==> src/bdp_defs.vh <==
`ifndef BDP_DEFS_VH
`define BDP_DEFS_VH

// ---------------------------------------------------------------
// routing select codes
// ---------------------------------------------------------------
`define BDP_SEL_W 2
`define BDP_SEL_SAFE 2'h0
`define BDP_SEL_ENGINE 2'h1
`define BDP_SEL_ALT 2'h2
`define BDP_SEL_NONE 2'h3

// ---------------------------------------------------------------
// channel count and safe pin levels
// ---------------------------------------------------------------
`define BDP_NUM_CH 2
`define BDP_SAFE_TXD 1'h0
`define BDP_SAFE_TXREQ 1'h1
`define BDP_SAFE_RXD 1'h1

`endif

==> src/bdp_port_mux.v <==
`include "bdp_defs.vh"

module bdp_port_mux #(
   parameter NUM_CH = `BDP_NUM_CH
) (
   // clock and reset
   input wire clk,
   input wire resetn,
   // power state: low while pad supply is not yet stable
   input wire power_good,
   // routing configuration, one select per channel
   input wire [2*NUM_CH-1:0] route_sel,
   input wire route_load,
   // protocol engine side
   input wire [NUM_CH-1:0] engine_txd,
   input wire [NUM_CH-1:0] engine_tx_request_n,
   output wire [NUM_CH-1:0] engine_rxd,
   // alternate internal function side
   input wire [NUM_CH-1:0] alt_txd_out,
   input wire [NUM_CH-1:0] alt_txd_oe,
   input wire [NUM_CH-1:0] alt_txreq_out,
   input wire [NUM_CH-1:0] alt_txreq_oe,
   output wire [NUM_CH-1:0] alt_rxd_in,
   // external pins toward the bus drivers
   output wire [NUM_CH-1:0] txd_pin_out,
   output wire [NUM_CH-1:0] txd_pin_oe,
   output wire [NUM_CH-1:0] tx_request_pin_out,
   output wire [NUM_CH-1:0] tx_request_pin_oe,
   input wire [NUM_CH-1:0] rxd_pin
);

   // ---------------------------------------------------------------
   // local codes and helpers
   // ---------------------------------------------------------------

   // route codes, one field of SEL_W bits per channel
   localparam SEL_W = `BDP_SEL_W;
   localparam [SEL_W-1:0] CODE_SAFE = `BDP_SEL_SAFE;
   localparam [SEL_W-1:0] CODE_ENGINE = `BDP_SEL_ENGINE;
   localparam [SEL_W-1:0] CODE_ALT = `BDP_SEL_ALT;
   localparam [SEL_W-1:0] CODE_NONE = `BDP_SEL_NONE;

   // compare one channel's select field against a route code;
   // every branch of the pin logic and both receive owners use it
   function route_is;
      input [SEL_W-1:0] chan_code;
      input [SEL_W-1:0] want_code;
      begin
         route_is = (chan_code == want_code);
      end
   endfunction

   // pick the select field of one channel out of the packed word,
   // channel 0 in the lowest field
   function [SEL_W-1:0] chan_field;
      input [SEL_W*NUM_CH-1:0] packed_sel;
      input integer idx;
      begin
         chan_field = packed_sel[SEL_W*idx +: SEL_W];
      end
   endfunction

   // receive output of one consumer: the pin when it owns the link,
   // the idle level otherwise so an unrouted consumer sees a quiet line
   function rx_or_idle;
      input owns_link;
      input pin_level;
      begin
         if (owns_link) begin
            rx_or_idle = pin_level;
         end else begin
            rx_or_idle = `BDP_SAFE_RXD;
         end
      end
   endfunction

   // ---------------------------------------------------------------
   // routing select register
   // ---------------------------------------------------------------

   // the select word and a flag that says software has loaded it;
   // both are lost on reset and on supply loss, so a fresh load is
   // needed before any pin leaves its passive level
   reg [SEL_W*NUM_CH-1:0] sel;
   reg configured;
   reg [SEL_W*NUM_CH-1:0] next_sel;
   reg next_configured;

   // next select: supply loss forces the safe route and forgets the setup
   always @* begin
      next_sel = sel;
      next_configured = configured;
      if (!power_good) begin
         next_sel = {NUM_CH{CODE_SAFE}};
         next_configured = 1'b0;
      end else if (route_load) begin
         // one select word serves the channels of a single cluster
         next_sel = route_sel;
         next_configured = 1'b1;
      end
   end

   // select flops; reset lands on the safe route until software loads one
   always @(posedge clk or negedge resetn) begin
      if (!resetn) begin
         sel <= {NUM_CH{CODE_SAFE}};
         configured <= 1'b0;
      end else begin
         sel <= next_sel;
         configured <= next_configured;
      end
   end

   // ---------------------------------------------------------------
   // per-channel pin logic
   // ---------------------------------------------------------------

   // every channel gets an identical, independent copy of the pin
   // logic; nothing is shared between channels except the supply flag
   // and the configured flag, so one channel can be routed to the
   // engine while the other stays passive or serves another function
   genvar ch;
   generate
      for (ch = 0; ch < NUM_CH; ch = ch + 1) begin : g_ch
         // each channel, A and B, has its own select field and pin flops
         wire [SEL_W-1:0] code;
         wire safe;
         wire eng_owns;
         wire alt_owns;

         // pin flops and their next values
         reg txd_q;
         reg txd_oe_q;
         reg req_q;
         reg req_oe_q;
         reg erx_q;
         reg arx_q;
         reg next_txd;
         reg next_txd_oe;
         reg next_req;
         reg next_req_oe;
         reg next_erx;
         reg next_arx;

         assign code = chan_field(sel, ch);
         // unconfigured, depowered or safe code all mean the passive pin state
         assign safe = !configured || !power_good || route_is(code, CODE_SAFE);
         // which consumer owns the receive line this cycle
         assign eng_owns = !safe && route_is(code, CODE_ENGINE);
         assign alt_owns = !safe && route_is(code, CODE_ALT);

         // next pin state from the route in force
         always @* begin
            // passive defaults: request high, transmit low, both driven
            next_txd = `BDP_SAFE_TXD;
            next_txd_oe = 1'b1;
            next_req = `BDP_SAFE_TXREQ;
            next_req_oe = 1'b1;
            next_erx = rx_or_idle(eng_owns, rxd_pin[ch]);
            next_arx = rx_or_idle(alt_owns, rxd_pin[ch]);
            if (safe) begin
               // driven passive levels; the high request keeps the driver quiet
               next_txd = `BDP_SAFE_TXD;
               next_req = `BDP_SAFE_TXREQ;
            end else if (route_is(code, CODE_ENGINE)) begin
               // protocol engine owns the link, bit for bit
               next_txd = engine_txd[ch];
               next_req = engine_tx_request_n[ch];
            end else if (route_is(code, CODE_ALT)) begin
               // another internal function owns the pins; no protocol duty here
               next_txd = alt_txd_out[ch];
               next_txd_oe = alt_txd_oe[ch];
               next_req = alt_txreq_out[ch];
               next_req_oe = alt_txreq_oe[ch];
            end else if (route_is(code, CODE_NONE)) begin
               // routed to nothing: both pins released, external pulls take over
               next_txd_oe = 1'b0;
               next_req_oe = 1'b0;
            end
         end

         // pin flops; reset drives the passive levels straight away,
         // without waiting for a clock edge
         always @(posedge clk or negedge resetn) begin
            if (!resetn) begin
               txd_q <= `BDP_SAFE_TXD;
               txd_oe_q <= 1'b1;
               req_q <= `BDP_SAFE_TXREQ;
               req_oe_q <= 1'b1;
               erx_q <= `BDP_SAFE_RXD;
               arx_q <= `BDP_SAFE_RXD;
            end else begin
               txd_q <= next_txd;
               txd_oe_q <= next_txd_oe;
               req_q <= next_req;
               req_oe_q <= next_req_oe;
               erx_q <= next_erx;
               arx_q <= next_arx;
            end
         end

         // outputs come straight from the pin flops
         assign txd_pin_out[ch] = txd_q;
         assign txd_pin_oe[ch] = txd_oe_q;
         assign tx_request_pin_out[ch] = req_q;
         assign tx_request_pin_oe[ch] = req_oe_q;
         assign engine_rxd[ch] = erx_q;
         assign alt_rxd_in[ch] = arx_q;
      end
   endgenerate

endmodule

==> config.mk <==
export PLATFORM = sky130hd
export DESIGN_NAME = bdp_port_mux
export DESIGN_NICKNAME = d
export VERILOG_FILES = /design/src/bdp_port_mux.v
export VERILOG_INCLUDE_DIRS = /design/src
export SDC_FILE = /design/constraint.sdc
export NUM_CORES = 1
export LEC_CHECK = 0
export BUFFER_PORTS_ARGS = -buffer_cell sky130_fd_sc_hd__clkbuf_2
export CAP_MARGIN = 25
export CORE_MARGIN = 4
export CORE_UTILIZATION = 40
export CTS_BUF_LIST = sky130_fd_sc_hd__clkbuf_4 sky130_fd_sc_hd__clkbuf_8
export DETAILED_ROUTE_END_ITERATION = 7
export PLACE_DENSITY = 0.69
export SLEW_MARGIN = 20
export SYNTH_ARGS = -nofsm -noshare
export SYNTH_HDL_FRONTEND = slang
export SYNTH_SLANG_ARGS = --single-unit
==> constraint.sdc <==
create_clock -name clk -period 1.6 [get_ports clk]
set_clock_uncertainty 0.15 [all_clocks]
set_input_delay 0.24 -clock clk [delete_from_list [all_inputs] [get_ports clk]]
set_output_delay 0.24 -clock clk [all_outputs]
set_load 0.02 [all_outputs]
# After elaboration in Yosys (flattened, before gate mapping)
# Index checks and enable logic that the tools add are counted.
# Widths: inputs -> output; s select.
# totals
reg_bits,17
in_bits,22
output_inout_bits,12
wordCells,68
# classes
eq_ne,7
mux,34
reduce_logical,13
# op_table
operator,n
$mux 1,32
$eq 2x2->1 const B,4
$mux 4,2
$eq 2x1->1 const B,2
$logic_and 1x1->1,4
$logic_not 1->1,4
$logic_not 2->1,2
$logic_or 1x1->1,3
$ne 2x1->1 const B,1

# Depth between registers and ports, before layout
# depth
word_depth,6
ltp_mapped,3
depth_no_buf,2

# Least setup slack after synthesis
# OpenSTA, ideal clock, no wires.
# synth_path
kind,flip-flop to flip-flop
startpoint,register sel[2]
endpoint,register g_ch[1].arx_q
setup_time_ns,0.094
arrival_time_ns,0.922
t_required_ns,1.356
path_slack_ns,0.434
stages_incl_launch_ff,2
path_buffers,0
synth_period_minus_slack_ns,1.166
path_cell_list,dfrtp_1 or4b_1
# synth_via
elab_chain_cells,5
word_cells_on_any_way,6
cone_classes,eq/ne: 1; mux: 1; reduce/logical: 4
# synth_lines
item,line_no,source
"start, declared",bdp_port_mux.v:84,reg [SEL_W*NUM_CH-1:0] sel;
"start signal, assigned",bdp_port_mux.v:106,sel <= {NUM_CH{CODE_SAFE}};
"start signal, assigned",bdp_port_mux.v:109,sel <= next_sel;
$logic_not 2->1,bdp_port_mux.v:49,route_is = (chan_code == want_code);
$logic_or 1x1->1,bdp_port_mux.v:147,"assign safe = !configured || !power_good || route_is(code, CODE_SAFE);"
$logic_not 1->1,bdp_port_mux.v:150,"assign alt_owns = !safe && route_is(code, CODE_ALT);"
$logic_and 1x1->1 (*),bdp_port_mux.v:150,
$mux 1 (*),bdp_port_mux.v:69,if (owns_link) begin
via g_ch[1].next_arx,bdp_port_mux.v:143,reg next_arx;
"end signal, assigned",bdp_port_mux.v:191,arx_q <= `BDP_SAFE_RXD;
"end signal, assigned",bdp_port_mux.v:198,arx_q <= next_arx;
"end, declared",bdp_port_mux.v:137,reg arx_q;
# Mark *: on every way through the listed nets, which the timed path passes. The rest lies on a longest branch.
# A chain may end at the register's enable or synchronous reset.

# Worst setup path in the final report
# layout_path
startpoint,register g_ch[1].req_oe_q
endpoint,output tx_request_pin_oe[1]
# layout_lines
item,line_no,source
"start, declared",bdp_port_mux.v:135,reg req_oe_q;
"start signal, assigned",bdp_port_mux.v:196,req_oe_q <= next_req_oe;
"end, declared",bdp_port_mux.v:28,"output wire [NUM_CH-1:0] tx_request_pin_oe,"
# No word-level cell between the ends.

==> impl_metrics.csv <==
group,metric,value,unit
logic_synthesis,synthTopCellsByArea,"dfstp_2 34%, dfrtp_1 22%, buf_4 12%",
worst_setup_path,path_delay_family,"flip-flops",
logic_synthesis,yosys_most_used_dff,"dfstp_2",
route,wl_met3,107,um
floorplan,die_x,52.3,um
global_routing,grt_pass1_wl,2110,um
route,dr.pass1.iters,2,
floorplan,initial_core_util,0.439,
clocking,cts.htree.levels,1,
worst_setup_path,cp-start-kind,"flop",
layout,nNetsFinal,117,
clocking,clk_latency,0.28,ns
clocking,clk_pin_slew,0.09,ns
floorplan,io-pin-count,34,
route,ant_nets,0,
sta,setup_viol,0,
sta,min_period_over_period,0.841,
global_routing,grt_overflow_total,0,
global_routing,antenna_found_initial,0,
sta,slew_headroom,0.732,
worst_setup_path,cpPeakStageDelay,0.52,ns
power,power.density,807,mW/mm^2
sta,setup_ws,0.254,ns
route,vias,525,
route,routed_wl,1360,um
worst_hold_path,holdCritPathClass,"in2reg",
logic_synthesis,synth_common_cells,"12 x buf_4, 10 x dfstp_2, 7 x dfrtp_1",
layout,utilization,0.536,
floorplan,die_y,52.3,um
worst_setup_path,critPathKind,"reg2out",
sta,fmax,743,MHz
logic_synthesis,yosysTopAreaCellShare,0.335,
clocking,cts_buffers,3,
placement,portBuffers,33,
logic_synthesis,synthDistinctLibCells,17,
sta,timing.setup.tns,0,ns
status,status,"finished, violations left",
worst_setup_path,path_cells,"clkbuf_2",
layout,antenna_cells,0,
sta,hold_ws,-0.00141,ns
worst_setup_path,cp.buffers_inverters,1,
route,maxUsedRoutingLayer,"met4",
logic_synthesis,synth.ff_latch_count,17,
worst_setup_path,cp.required,1.21,ns
power,leakage,0.467,nW
sta,rsz0062_at_grt,"no",
clocking,cts_tree,"done",
floorplan,rows,15,
logic_synthesis,synth_fp_nets,88,
clocking,cts-root-buf,"clkbuf_4",
clocking,clk_path_buf_depth,2,
floorplan,core_area,0.00178,mm^2
worst_setup_path,crit_path_max_fanout,1,
sta,hold_violations,1,
clocking,cts_repair_resize_count,0,
worst_setup_path,crit_arrival,0.96,ns
status,violations,"hold timing",
run,max-cap-violations,0,
route,wl_met1,584,um
logic_synthesis,syn_area_per_cell,11.9,um^2
logic_synthesis,synth_edf_count,0,
power,irDropWorstVdd,403,uV
floorplan,dieArea,0.00273,mm^2
route,viasPerCell,4.41,
logic_synthesis,syn_inst,66,
sta,min_period,1.35,ns
route,drtIter0Drc,5,
layout,drive_gt1_frac,0.511,
worst_setup_path,cp_slowest_cell,"dfstp_2",
route,remaining_drc_errors,0,
layout,syn_to_final_growth,22.0,%
sta,worst_pin_slew,0.401,ns
logic_synthesis,synth_top_area_cell,"dfstp_2",
clocking,numClockSinks,17,
global_routing,grt_usage,0.106,
placement,dp_slack,0.355,ns
global_routing,grt_pass1_vias,503,
placement,dp_hpwl,995,um
global_routing,grt_max_degree,18,
logic_synthesis,synth_area,783,um^2
sta,slew_violations,0,
logic_synthesis,yosys_warnings,0,
route,route.met2.wl,649,um
logic_synthesis,synth.most_common_cell,"buf_4",
worst_setup_path,endpoint_kind,"primary output",
logic_synthesis,synthArstFlopShare,1.00,
placement,gp_congestion,0.724,
route,wl_per_cell,11.4,um
logic_synthesis,yosysSeqAreaShare,0.559,
-- state kept, by name (all words and copies together) (netlist names) --
signal         flops
sel                4
g_ch.req_q         2
g_ch.txd_q         2
g_ch.txd_oe_q      2
g_ch.req_oe_q      2
g_ch.erx_q         2
configured         1
g_ch.arx_q         2
-- through the flow --
step                      cell area [um^2]  power (mW)  cells
after floorplan                        783       0.501     66
after global placement                 886       0.539    111
after detailed placement               886       0.540    111
after CTS                              956       0.782    119
after global routing                   956       0.808    119
final                                  956       0.771    119
-- layout make-up --
class	count	area (um^2)
clock buffers	4	30.0
multi-input cells	32	236
repair buffers	37	205
well taps	25	31.3
inverters	4	15.0
flip-flops and latches	17	438
fillers	167	827
-- path summary, 6_finish.rpt --
path,start,to,slack [ns],depth (start not counted)
setup / recovery,g_ch[1].req_oe_q$_DFF_PN1_,tx_request_pin_oe[1],0.25,1
hold / removal,alt_txreq_oe[0],g_ch[0].req_oe_q$_DFF_PN1_,-0.001,3
setup reg to reg,configured$_DFFE_PN0P_,g_ch[0].erx_q$_DFF_PN1_,0.36,2
hold reg to reg,configured$_DFFE_PN0P_,configured$_DFFE_PN0P_,0.39,1
max in group asynchronous,resetn,g_ch[0].req_oe_q$_DFF_PN1_,0.70,2
min in group asynchronous,resetn,sel[3]$_DFFE_PN0P_,0.28,2
-- routing by layer --
layer	GRT usage	up-vias
met5	0	-
met1	0.118	232
met2	0.180	18
met3	0.0228	2
li1	-	273
met4	0.0681	0
-- timing repair --
item,CTS,global route
hold buffers,4,0
hold endpoints to repair,10,0
buffers inserted,0,0
-- kinds of logic after synthesis --
logic type / Yosys count / share of synthesized area
buffers and inverters: 17 / 0.139
AOI/OAI and AO/OA: 9 / 0.0671
DFF: 17 / 0.559
muxes: 4 / 0.0511
and+or+nand+nor: 19 / 0.184
-- cells in the final DEF, fill, tap and decap left out --
master         count
nand3b_1           4
o21a_1             1
clkbuf_2          33
dlygate4sd3_1      4
clkbuf_4           4
nand2_2            1
o21bai_1           2
a21oi_1            2
dfstp_2           10
o21ai_0            2
nor3b_1            4
inv_1              4
o21ai_1            2
nor2b_1            4
and3_1             2
or4b_1             4
mux2i_1            4
dfrtp_1            7
-- power breakdown --
group          switching (mW)  leakage (nW)  total, mW  internal [mW]
sequential             0.0132         0.199      0.457          0.444
clock                   0.118        0.0184      0.232          0.113
combinational          0.0373         0.250     0.0826         0.0453
Note: power is estimated with default switching activity, not from simulation.
